### config.mk
export PLATFORM = sky130hd
export DESIGN_NAME = lss_status_regs
export DESIGN_NICKNAME = d
export VERILOG_FILES = /design/src/hw/lss_pkg.sv /design/src/hw/lss_status_regs.sv /design/src/hw/lss_alarm_chan.sv
export SDC_FILE = /design/constraint.sdc
export NUM_CORES = 1
export LEC_CHECK = 0
export BUFFER_PORTS_ARGS = -buffer_cell sky130_fd_sc_hd__buf_2
export CORE_MARGIN = 2
export CORE_UTILIZATION = 55
export CTS_CLUSTER_SIZE = 14
export DETAILED_ROUTE_END_ITERATION = 10
export PLACE_DENSITY = 0.85
export SYNTH_ARGS = -nofsm -noshare
export SYNTH_HDL_FRONTEND = slang
export SYNTH_SLANG_ARGS = --single-unit
export TNS_END_PERCENT = 20
### constraint.sdc
create_clock -name CLOCK -period 4.9 [get_ports CLOCK]
set_clock_uncertainty 0.2 [all_clocks]
set_input_delay 0.49 -clock CLOCK [delete_from_list [all_inputs] [get_ports CLOCK]]
set_output_delay 0.49 -clock CLOCK [all_outputs]
set_load 0.005 [all_outputs]
### src/hw/lss_pkg.sv
package lss_pkg;

  // Register indices; byte address on the bus is four times the index
  localparam logic [7:0] IDX_GENERAL = 8'h52;
  localparam logic [7:0] IDX_PINS = 8'h53;
  localparam logic [7:0] IDX_SELFTEST_CNT = 8'h54;
  localparam logic [7:0] IDX_CHECK_LO = 8'h55;
  localparam logic [7:0] IDX_CHECK_HI = 8'h56;
  localparam logic [7:0] IDX_ALARM = 8'h57;
  localparam logic [7:0] IDX_PIN0_EXT = 8'h58;
  localparam logic [7:0] IDX_ERR_CLEAR = 8'h70;
  localparam logic [7:0] IDX_IRQ_STATUS = 8'h71;
  localparam logic [7:0] IDX_IRQ_MASK = 8'h72;

  // General status fields
  localparam int unsigned GS_REMOTE_LOCK = 6;
  localparam int unsigned GS_LINK_LOST = 4;
  localparam int unsigned GS_SELFTEST_ERR = 3;
  localparam int unsigned GS_PLL_LOCK = 2;
  localparam int unsigned GS_CHECK_ERR = 1;
  localparam int unsigned GS_BACKLINK = 0;
  localparam logic RST_PLL_LOCK = 1'b1;
  localparam logic RST_BACKLINK = 1'b1;

  localparam int unsigned PIN_W = 4;
  localparam int unsigned SELFTEST_CNT_W = 8;
  localparam int unsigned CHECK_CNT_W = 16;

  // Sensor channels and reading extremes
  localparam int unsigned SENSE_CH = 3;
  localparam int unsigned CH_PIN0 = 0;
  localparam int unsigned CH_PIN1 = 1;
  localparam int unsigned CH_TEMP = 2;
  localparam int unsigned CODE_W = 3;
  localparam int unsigned EXT_MAX_LSB = 4;
  localparam int unsigned EXT_MIN_LSB = 0;
  localparam logic [2:0] PEAK_IDLE = 3'h0;
  localparam logic [2:0] TROUGH_IDLE = 3'h7;

  // Interrupt status and mask layout
  localparam int unsigned IRQ_W = 4;
  localparam int unsigned IRQ_LINK = 0;
  localparam int unsigned IRQ_CHECK = 1;
  localparam int unsigned IRQ_SELFTEST = 2;
  localparam int unsigned IRQ_ALARM = 3;
  localparam logic [3:0] RST_IRQ_MASK = 4'h0;

  typedef struct packed {
    logic remote_lock;
    logic backlink_present;
    logic backlink_err;
    logic selftest_mode;
    logic pll_locked;
  } lss_link_t;

  typedef struct packed {
    logic [2:0] code;
    logic [2:0] hi_limit;
    logic [2:0] lo_limit;
  } lss_sense_t;

  typedef enum logic [1:0] {
    LSS_ST_WAIT = 2'b01,
    LSS_ST_DONE = 2'b10
  } lss_state_t;

endpackage : lss_pkg

### src/hw/lss_status_regs.sv
// Contract
// General status bit 6 shows the far-end receiver lock.
// Bit 4 sets on any change of back-channel link presence.
// Bit 4 clears on error-clear register read or forward PLL unlock.
// Bit 3 sets on self-test back-channel error; errors counted separately.
// Bit 2 shows forward PLL lock, reset value 1.
// Bit 1 sets on back-channel errors only while link present.
// Bit 1 holds until error-clear read; status read leaves it.
// Bit 0 high while back-channel link valid, reset value 1.
// Pin register bits 3:0 show live pin levels; 7:4 read zero.
// Register 0x54 counts self-test check errors, resets to 0.
// 16-bit check error count at 0x55 low, 0x56 high, reset 0.
// Alarm bits 5 and 4: temperature over and under, clear on read.
// Alarm bits 3 and 2: pin-1 voltage over and under, clear on read.
// Alarm bits 1 and 0: pin-0 voltage over and under, clear on read.
// Pin-0 bits 6:4 catch peak reading while over; read clears to 0.
// Pin-0 bits 2:0 catch trough reading while under; read sets 7.
// A set event in a clearing cycle keeps the bit set.
// Counters saturate at all ones; reserved bits read zero.
`timescale 1ns/1ps
module lss_status_regs #(
  parameter int ADDR_W = 10
) (
  input wire logic CLOCK,
  input wire logic SRST,
  input wire logic PSEL,
  input wire logic PENABLE,
  input wire logic PWRITE,
  input wire logic [ADDR_W-1:0] PADDR,
  input wire logic [31:0] PWDATA,
  output logic [31:0] PRDATA,
  output logic PREADY,
  output logic PSLVERR,
  input wire lss_pkg::lss_link_t LINK_IN,
  input wire logic [3:0] PIN_LEVELS,
  input wire lss_pkg::lss_sense_t [2:0] SENSE,
  output logic IRQ
);

  // Bus slave state
  lss_pkg::lss_state_t state_q;
  lss_pkg::lss_state_t state_d;
  logic pready_q;
  logic pslverr_q;
  logic [31:0] prdata_q;

  // Sampled link and pin state
  logic remote_lock_q;
  logic backlink_q;
  logic pll_q;
  logic [3:0] pins_q;

  // Sticky flags and counters
  logic link_lost_q;
  logic link_lost_d;
  logic check_err_q;
  logic check_err_d;
  logic selftest_err_q;
  logic selftest_err_d;
  logic [7:0] selftest_cnt_q;
  logic [7:0] selftest_cnt_d;
  logic [15:0] check_cnt_q;
  logic [15:0] check_cnt_d;

  // Interrupts
  logic [3:0] irq_st_q;
  logic [3:0] irq_st_d;
  logic [3:0] irq_mask_q;
  logic [3:0] irq_mask_d;
  logic [3:0] irq_ev;
  logic irq_q;

  // Decode
  logic [7:0] idx;
  logic aligned;
  logic hit;
  logic access;
  logic rd_take;
  logic wr_take;
  logic err_clear_rd;
  logic alarm_rd;
  logic ext_rd;
  logic irq_rd;
  logic mask_wr;
  logic [31:0] rd_word;

  // Events
  logic link_change;
  logic pll_lost;
  logic check_ev;
  logic selftest_ev;
  logic [7:0] general_word;
  logic [5:0] alarm_bits;
  logic [2:0] ch_over;
  logic [2:0] ch_under;
  logic [2:0] ch_live;
  logic [2:0] ch_peak [3];
  logic [2:0] ch_trough [3];

  assign idx = PADDR[9:2];
  assign aligned = PADDR[1:0] == 2'h0;
  assign hit = aligned && (idx == lss_pkg::IDX_GENERAL || idx == lss_pkg::IDX_PINS
             || idx == lss_pkg::IDX_SELFTEST_CNT || idx == lss_pkg::IDX_CHECK_LO
             || idx == lss_pkg::IDX_CHECK_HI || idx == lss_pkg::IDX_ALARM
             || idx == lss_pkg::IDX_PIN0_EXT || idx == lss_pkg::IDX_ERR_CLEAR
             || idx == lss_pkg::IDX_IRQ_STATUS || idx == lss_pkg::IDX_IRQ_MASK);

  // Side effects fire once, at the edge the answer is latched
  assign access = (state_q == lss_pkg::LSS_ST_WAIT) && PSEL && PENABLE;
  assign rd_take = access && !PWRITE && hit;
  assign wr_take = access && PWRITE && hit;
  assign err_clear_rd = rd_take && idx == lss_pkg::IDX_ERR_CLEAR;
  assign alarm_rd = rd_take && idx == lss_pkg::IDX_ALARM;
  assign ext_rd = rd_take && idx == lss_pkg::IDX_PIN0_EXT;
  assign irq_rd = rd_take && idx == lss_pkg::IDX_IRQ_STATUS;
  assign mask_wr = wr_take && idx == lss_pkg::IDX_IRQ_MASK;

  assign state_d = (state_q == lss_pkg::LSS_ST_WAIT)
                 ? (access ? lss_pkg::LSS_ST_DONE : lss_pkg::LSS_ST_WAIT)
                 : lss_pkg::LSS_ST_WAIT;

  always_ff @(posedge CLOCK) begin
    if (SRST) begin
      state_q <= lss_pkg::LSS_ST_WAIT;
      pready_q <= 1'b0;
      pslverr_q <= 1'b0;
      prdata_q <= 32'h0;
    end else begin
      state_q <= state_d;
      pready_q <= access;
      pslverr_q <= access && !hit;
      // A refused write answers with zero data as well
      if (access && (!PWRITE || !hit)) begin
        prdata_q <= hit ? rd_word : 32'h0;
      end
    end
  end

  // Inputs are synchronous to CLOCK; one stage keeps reads and flags coherent
  always_ff @(posedge CLOCK) begin
    if (SRST) begin
      remote_lock_q <= 1'b0;
      backlink_q <= lss_pkg::RST_BACKLINK;
      pll_q <= lss_pkg::RST_PLL_LOCK;
      pins_q <= 4'h0;
    end else begin
      remote_lock_q <= LINK_IN.remote_lock;
      backlink_q <= LINK_IN.backlink_present;
      pll_q <= LINK_IN.pll_locked;
      pins_q <= PIN_LEVELS;
    end
  end

  assign link_change = LINK_IN.backlink_present ^ backlink_q;
  assign pll_lost = !LINK_IN.pll_locked;
  // Self-test errors are kept apart from the live check path
  assign check_ev = LINK_IN.backlink_err && LINK_IN.backlink_present
                  && !LINK_IN.selftest_mode;
  assign selftest_ev = LINK_IN.backlink_err && LINK_IN.selftest_mode;

  assign link_lost_d = link_change | (link_lost_q & ~err_clear_rd & ~pll_lost);
  assign check_err_d = check_ev | (check_err_q & ~err_clear_rd);
  assign selftest_err_d = selftest_ev | (selftest_err_q & ~err_clear_rd);

  // Clearing read restarts the tallies; an error in that cycle counts as one
  assign selftest_cnt_d = err_clear_rd ? {7'h0, selftest_ev}
                        : ((selftest_ev && selftest_cnt_q != 8'hff)
                           ? selftest_cnt_q + 8'h01 : selftest_cnt_q);
  assign check_cnt_d = err_clear_rd ? {15'h0, check_ev}
                     : ((check_ev && check_cnt_q != 16'hffff)
                        ? check_cnt_q + 16'h0001 : check_cnt_q);

  always_ff @(posedge CLOCK) begin
    if (SRST) begin
      link_lost_q <= 1'b0;
      check_err_q <= 1'b0;
      selftest_err_q <= 1'b0;
      selftest_cnt_q <= 8'h0;
      check_cnt_q <= 16'h0;
    end else begin
      link_lost_q <= link_lost_d;
      check_err_q <= check_err_d;
      selftest_err_q <= selftest_err_d;
      selftest_cnt_q <= selftest_cnt_d;
      check_cnt_q <= check_cnt_d;
    end
  end

  // One monitor per sensed quantity; only pin 0 exposes its extremes
  for (genvar c = 0; c < 3; c++) begin : g_chan
    lss_alarm_chan u_chan (
      .clk(CLOCK),
      .srst(SRST),
      .sense(SENSE[c]),
      .flag_clear(alarm_rd),
      .ext_clear(ext_rd),
      .over_flag(ch_over[c]),
      .under_flag(ch_under[c]),
      .peak(ch_peak[c]),
      .trough(ch_trough[c])
    );
    assign alarm_bits[2*c+1] = ch_over[c];
    assign alarm_bits[2*c] = ch_under[c];
    // Live level, not the sticky flag, so a status read really clears the source
    assign ch_live[c] = (SENSE[c].code > SENSE[c].hi_limit)
                      || (SENSE[c].code < SENSE[c].lo_limit);
  end

  always_comb begin
    general_word = 8'h0;
    general_word[lss_pkg::GS_REMOTE_LOCK] = remote_lock_q;
    general_word[lss_pkg::GS_LINK_LOST] = link_lost_q;
    general_word[lss_pkg::GS_SELFTEST_ERR] = selftest_err_q;
    general_word[lss_pkg::GS_PLL_LOCK] = pll_q;
    general_word[lss_pkg::GS_CHECK_ERR] = check_err_q;
    general_word[lss_pkg::GS_BACKLINK] = backlink_q;
  end

  // Reserved and upper bits read as zero
  always_comb begin
    case (idx)
      lss_pkg::IDX_GENERAL: rd_word = {24'h0, general_word};
      lss_pkg::IDX_PINS: rd_word = {28'h0, pins_q};
      lss_pkg::IDX_SELFTEST_CNT: rd_word = {24'h0, selftest_cnt_q};
      lss_pkg::IDX_CHECK_LO: rd_word = {24'h0, check_cnt_q[7:0]};
      lss_pkg::IDX_CHECK_HI: rd_word = {24'h0, check_cnt_q[15:8]};
      lss_pkg::IDX_ALARM: rd_word = {26'h0, alarm_bits};
      lss_pkg::IDX_PIN0_EXT: rd_word = {25'h0, ch_peak[lss_pkg::CH_PIN0], 1'b0,
                                        ch_trough[lss_pkg::CH_PIN0]};
      lss_pkg::IDX_IRQ_STATUS: rd_word = {28'h0, irq_st_q};
      lss_pkg::IDX_IRQ_MASK: rd_word = {28'h0, irq_mask_q};
      default: rd_word = 32'h0;
    endcase
  end

  // Interrupt sources mirror the sticky flags' set events
  always_comb begin
    irq_ev = 4'h0;
    irq_ev[lss_pkg::IRQ_LINK] = link_change;
    irq_ev[lss_pkg::IRQ_CHECK] = check_ev;
    irq_ev[lss_pkg::IRQ_SELFTEST] = selftest_ev;
    irq_ev[lss_pkg::IRQ_ALARM] = |ch_live;
  end

  assign irq_st_d = irq_ev | (irq_st_q & ~{4{irq_rd}});
  assign irq_mask_d = mask_wr ? PWDATA[3:0] : irq_mask_q;

  // IRQ uses next-state values so it rises together with the status bit
  always_ff @(posedge CLOCK) begin
    if (SRST) begin
      irq_st_q <= 4'h0;
      irq_mask_q <= lss_pkg::RST_IRQ_MASK;
      irq_q <= 1'b0;
    end else begin
      irq_st_q <= irq_st_d;
      irq_mask_q <= irq_mask_d;
      irq_q <= |(irq_st_d & irq_mask_d);
    end
  end

  assign PRDATA = prdata_q;
  assign PREADY = pready_q;
  assign PSLVERR = pslverr_q;
  assign IRQ = irq_q;

endmodule : lss_status_regs

### src/hw/lss_alarm_chan.sv
`timescale 1ns/1ps
module lss_alarm_chan (
  input wire logic clk,
  input wire logic srst,
  input wire lss_pkg::lss_sense_t sense,
  input wire logic flag_clear,
  input wire logic ext_clear,
  output logic over_flag,
  output logic under_flag,
  output logic [2:0] peak,
  output logic [2:0] trough
);

  logic over_now;
  logic under_now;
  logic over_q;
  logic over_d;
  logic under_q;
  logic under_d;
  logic [2:0] peak_q;
  logic [2:0] peak_d;
  logic [2:0] trough_q;
  logic [2:0] trough_d;

  assign over_now = sense.code > sense.hi_limit;
  assign under_now = sense.code < sense.lo_limit;

  // A new alarm in the clearing cycle survives the read
  assign over_d = over_now | (over_q & ~flag_clear);
  assign under_d = under_now | (under_q & ~flag_clear);

  // On a read that meets an alarm the fresh reading restarts the extreme
  assign peak_d = over_now ? ((ext_clear || sense.code > peak_q) ? sense.code : peak_q)
                : (ext_clear ? lss_pkg::PEAK_IDLE : peak_q);
  assign trough_d = under_now ? ((ext_clear || sense.code < trough_q) ? sense.code : trough_q)
                  : (ext_clear ? lss_pkg::TROUGH_IDLE : trough_q);

  always_ff @(posedge clk) begin
    if (srst) begin
      over_q <= 1'b0;
      under_q <= 1'b0;
      peak_q <= lss_pkg::PEAK_IDLE;
      trough_q <= lss_pkg::TROUGH_IDLE;
    end else begin
      over_q <= over_d;
      under_q <= under_d;
      peak_q <= peak_d;
      trough_q <= trough_d;
    end
  end

  assign over_flag = over_q;
  assign under_flag = under_q;
  assign peak = peak_q;
  assign trough = trough_q;

endmodule : lss_alarm_chan

Yosys cells after proc, flatten, opt, wreduce, memory -nomap -nowiden
Index checks and enable logic that the tools add are counted.

Output and inout port bits: 35. Input bits: 83. Bits in registers: 91. Word-level logic and storage cells: 140.

Eq/ne operators: 15. Bitwise logic cells: 27. Reduce and logical (&&, ||, !) cells: 48. Mux-type cells: 14. $add $sub $neg: 2. Magnitude comparators: 8.

Operators by type and width (count): 8-bit by 7-bit == test with 1-bit output, second input constant (10); 8-bit one-hot mux with 9 select lines (1); 32-bit 2-to-1 mux (1); 1-bit logical AND (19); 3-bit 2-to-1 mux (6); 16-bit by 1-bit adder with 16-bit output, second input constant (1); 16-bit != test, second input constant (1); 1-bit logical OR (15); 3-bit greater-than comparator (4); 3-bit < comparator (4); 1-bit AND (10); 1-bit OR (9); 8-bit by 1-bit adder with 8-bit output, second input constant (1); 4-bit AND (2); 8-bit != test, second input constant (1); 2-bit nonzero test (4); 1-bit 2-to-1 mux (4); 4-bit 2-to-1 mux (1); 2-bit != test, second input constant (2); 4-bit inverter (1); 4-bit OR (1); 2-bit AND reduction (2); 2-bit OR reduction (2); 4-bit OR reduction (1); 7 further kinds (11).

Longest topological paths before layout
Depth after elaboration: 18. Mapped depth: 8. Mapped depth without buffers: 8.

Cells and area by module
From an unflattened synthesis, not the netlist that was laid out.

Cells, all modules: 594. Area, all modules: 4966.0 sq um.

By module, submodules not included: lss_status_regs (sequential area each 1101.1 sq um, cells each 390, times used 1, area an instance 3314.4 sq um); lss_alarm_chan (sequential area each 160.2 sq um, cells each 68, times used 3, area an instance 550.5 sq um).

Least setup slack after synthesis
No wires, ideal clock.

Path kind: input to register. From: input port PADDR[9]. To: register irq_q (netlist: IRQ). Arrival: 2.378 ns. Path slack: 2.200 ns. Stages on the path: 7. Data required time: 4.578 ns. Buffers on the path: 1. Library setup time: 0.122 ns. Cells stage by stage: nand3b_4 or4b_1 clkbuf_2 nor3_1 mux2i_1 o22ai_1 a221o_1.

Longest elaborated chain between the ends: 18. Elaborated cells between the ends (all ways): 30. Those cells by class: 10 x eq/ne; 1 x mux; 4 x bitwise; 15 x reduce/logical.

RTL lines: from (decl) (line lss_status_regs.sv:29) `input wire logic [ADDR_W-1:0] PADDR,`; 8-bit by 7-bit == test with 1-bit output (line lss_status_regs.sv:102) `assign hit = aligned && (idx == lss_pkg::IDX_GENERAL || idx == lss_pkg::IDX_PINS`; 1-bit logical OR (line lss_status_regs.sv:102); 1-bit logical OR (2 in a row) (line lss_status_regs.sv:103) `|| idx == lss_pkg::IDX_SELFTEST_CNT || idx == lss_pkg::IDX_CHECK_LO`; 1-bit logical OR (2 in a row) (line lss_status_regs.sv:104) `|| idx == lss_pkg::IDX_CHECK_HI || idx == lss_pkg::IDX_ALARM`; 1-bit logical OR (2 in a row) (line lss_status_regs.sv:105) `|| idx == lss_pkg::IDX_PIN0_EXT || idx == lss_pkg::IDX_ERR_CLEAR`; 1-bit logical OR (2 in a row) (line lss_status_regs.sv:106) `|| idx == lss_pkg::IDX_IRQ_STATUS || idx == lss_pkg::IDX_IRQ_MASK);`; 1-bit logical AND (line lss_status_regs.sv:102); 1-bit logical AND (line lss_status_regs.sv:110) `assign rd_take = access && !PWRITE && hit;`; 1-bit logical AND (line lss_status_regs.sv:115) `assign irq_rd = rd_take && idx == lss_pkg::IDX_IRQ_STATUS;`; 4-bit inverter (line lss_status_regs.sv:245) `assign irq_st_d = irq_ev | (irq_st_q & ~{4{irq_rd}});`; 4-bit AND (line lss_status_regs.sv:245); 4-bit OR (line lss_status_regs.sv:245); 4-bit AND * (line lss_status_regs.sv:257) `irq_q <= |(irq_st_d & irq_mask_d);`; 4-bit OR reduction * (line lss_status_regs.sv:257); to (signal assigned) (line lss_status_regs.sv:257); to (decl) (line lss_status_regs.sv:71) `logic irq_q;`.

Mark *: on every way between the ends. The rest lies on a longest branch, timed or not. A chain may end at the register's enable or synchronous reset.

Worst setup path after layout
From: register state_q[1]. To: register check_cnt_q[6].

Longest elaborated chain between the ends: 7.

RTL lines: from (decl) (line lss_status_regs.sv:41) `lss_pkg::lss_state_t state_q;`; from (signal assigned) (line lss_status_regs.sv:124) `state_q <= lss_pkg::LSS_ST_WAIT;`; from (signal assigned) (line lss_status_regs.sv:129) `state_q <= state_d;`; 2-bit by 1-bit == test with 1-bit output (line lss_status_regs.sv:109) `assign access = (state_q == lss_pkg::LSS_ST_WAIT) && PSEL && PENABLE;`; 1-bit logical AND (2 in a row) (line lss_status_regs.sv:109); 1-bit logical AND (2 in a row) (line lss_status_regs.sv:110); 1-bit logical AND (line lss_status_regs.sv:112) `assign err_clear_rd = rd_take && idx == lss_pkg::IDX_ERR_CLEAR;`; 2-bit OR reduction (no line); to (signal assigned) (line lss_status_regs.sv:185) `check_cnt_q <= check_cnt_d;`; to (decl) (line lss_status_regs.sv:62) `logic [15:0] check_cnt_q;`.

Every way passes these cells.

==> reports/qor.txt <==
Slew HR -> 33.5%
Routed WL -> 8340 µm
hold path depth -> 2
CP endpoint kind -> flop
Total GRT Usage -> 23.5%
synth top area cells -> dfxtp_1 (36%), ha_1 (7.4%), buf_4 (5.2%)
Most used DFF post-synth -> dfxtp_1
WP data arrival -> 2960 ps
Hold Fails Final Rpt -> 0
DIE AREA -> 0.00745 mm²
CORE AREA -> 0.00668 mm²
H-tree depth -> 3
die height -> 86.3 µm
max-cap viol count -> 0
Post-DRT Antenna Nets -> 0
fill count -> 537
post-route setup slack -> 1930 ps
Max VDD drop -> 175 µV
hold endpoint -> pins_q[0]$_SDFF_PP0_
Fin Hold WS -> 152 ps
Lkg Pwr -> 1.83 nW
period utilization -> 60.6%
antenna violations before repair -> 0
Mapped Area -> 0.00373 mm²
busiest grt layer -> met2
TritonCTS clock tree -> built
endpoints failing setup -> 0
status -> finished, final reports clean
DRT Pass-1 Iters -> 5
NumNets Final -> 594
synth unique cells -> 56
worst slack, placed -> 1660 ps
Register Area -> 0.00134 mm²
cells after synthesis -> 428
Final GP Congestion -> 0.857
CTS buffer count -> 9
layout cells sized above 1 -> 19.6%
Finished Cell Area -> 0.00424 mm²
EDFF count, synth -> 0
vias per cell -> 5.71
reg2reg path depth -> 5
post-synthesis mux area share -> 6.85%
Post-Synth Simple-Gate Area -> 21.4%
Synth Area in Compound Gates -> 14.9%
detailed placement HPWL -> 6260 µm
power density cells -> 302 mW/mm²
dpl cell area -> 0.00400 mm²
first-pass GRT wire length -> 13800 µm
met3 Resource Use GR -> 6.38%
Via Count -> 3280
FF-to-FF End -> check_cnt_q[6]$_SDFFE_PP0P_
worst hold path class -> in2reg
DRT iter0 DRCs -> 252
wire per inst -> 14.5 µm
routing usage on met2 -> 39.8%
Setup TNS -> 0 ps
R2R setup slack -> 1930 ps
average cell area after synthesis -> 8.71 µm²
crit-path max FO -> 22
RSZ-0062 raised after global routing -> no
Required @ worst endpoint -> 4900 ps
DRC viols -> 0
starting density of the core -> 55.8%
largest family of logic cells by synthesized area -> simple AND/OR/NAND/NOR gates
crit start category -> flop
area of the multi-input gates -> 0.00212 mm²
largest net degree at the start of global routing -> 35
Longest Clk Path Bufs -> 2
actual slew at the worst max-slew pin -> 984 ps
hold_buf cts -> 0
IO Pins -> 118
asr flop ratio synth -> 0%
area leader, netlist -> dfxtp_1
ANT cells -> 0
#FFs+latches synth -> 67
Worst-Skew Late Latency -> 350 ps
Crit Path Category -> reg2reg
Seq/Total Area, Yosys -> 36.0%
Reg clk slew, reported paths -> 70 ps
post-synthesis adder-cell area fraction -> 7.38%
post-CTS sizing -> 0
commonest non-fill, non-tap cells in the layout -> dfxtp_1 (67), buf_2 (65), nor2_1 (51)
post-route minimum period -> 2970 ps
Post-Synth XOR/XNOR Area -> 3.99%
buffer count from post-CTS setup fixing -> 0
vias in the first global route -> 3048
commonest non-fill, non-tap cell in the layout -> dfxtp_1
Die X -> 86.3 µm
clk sink count -> 67
Ys Warns -> 0
Crit Reg-Reg Startpoint -> state_q[1]$_SDFF_PP0_
GRT overflow -> 0
FMAX -> 337 MHz
hold path start -> PIN_LEVELS[0]
Final Max Tran Viols -> 0
IO buf count -> 65
Layout area overhead -> 13.7%
num rows -> 30
Final Total Pwr -> 1.28 mW
met1 usage -> 28.6%
post-synth top area share -> 36.0%
CTS Root Cell -> clkbuf_8
[critical path, stage by stage, from the launching register on]
cell and delay, ps:
dfxtp_1 300, nand4b_1 280, or4_4 500, or4_2 770
nand2_1 640, nor2_1 120
[cells by family after synthesis]
logic type | count (synthesis)
xor gates and xnor gates | 17
buffers and inverters | 66
and+or+nand+nor | 151
muxes | 18
other | 1
AOI/OAI and AO/OA | 86
adders and majority gates | 22
DFF | 67
[power breakdown]
group          total (mW)  switching [mW]  internal [mW]
Sequential          0.575          0.0123          0.563
Clock               0.560           0.209          0.350
Combinational       0.143          0.0799         0.0631
Total                1.28           0.301          0.977
[registers in the layout (all words and copies together), names as in the netlist, 2 cells and up]
name / flops
check_cnt_q: 16
PRDATA: 8
selftest_cnt_q: 8
irq_mask_q: 4
irq_st_q: 4
pins_q: 4
g_chan.u_chan.over_flag: 3
g_chan.u_chan.peak: 3
g_chan.u_chan.trough: 3
g_chan.u_chan.under_flag: 3
state_q: 2
[cells in the mapped netlist (5+ instances only)]
cell type / number
nor3_1: 6
xor2_1: 11
o21ai_0: 17
a21oi_1: 29
inv_1: 28
a22oi_1: 5
xnor2_1: 6
ha_1: 22
nor2_1: 51
mux2i_1: 12
o22ai_1: 5
buf_4: 26
clkbuf_1: 7
or3_1: 7
nand4_1: 8
nand2_1: 26
dfxtp_1: 67
nor2b_1: 10
nand3_1: 10
o2bb2ai_1: 7
mux4_2: 6
[area by class of cell]
cell class	instances	share of cell area (%)
Clock buffer	11	3.34
Sequential cell	67	31.7
Timing Repair Buffer	65	7.68
Inverter	28	2.48
Clock inverter	5	2.36
Multi-Input combinational cell	318	50.1
Tap cell	80	2.36
[layer usage]
layer | share of wire, % | up-vias
met3 | 7.1 | 18
met5 | 0 | -
met1 | 41 | 1544
met4 | 2.2 | 0
met2 | 50 | 127
li1 | - | 1591
[how the worst max path moves through the flow]
stage,start,endpoint,depth (start not counted)
after global routing,state_q[1]$_SDFF_PP0_,check_cnt_q[6]$_SDFFE_PP0P_,5
after floorplan,PADDR[9],IRQ$_SDFF_PP0_,7
after CTS,state_q[1]$_SDFF_PP0_,check_cnt_q[6]$_SDFFE_PP0P_,5
after global placement,PADDR[9],check_cnt_q[7]$_SDFFE_PP0P_,6
final,state_q[1]$_SDFF_PP0_,check_cnt_q[6]$_SDFFE_PP0P_,5
after detailed placement,PADDR[9],check_cnt_q[6]$_SDFFE_PP0P_,6
[stage by stage]
step                utilization, %  std cells
floorplan                        -        451
global placement              59.8        558
detailed placement            59.8        558
CTS                           63.4        574
global route                  63.4        574
finish                        63.4        574
Note: power is estimated with default switching activity, not from simulation.
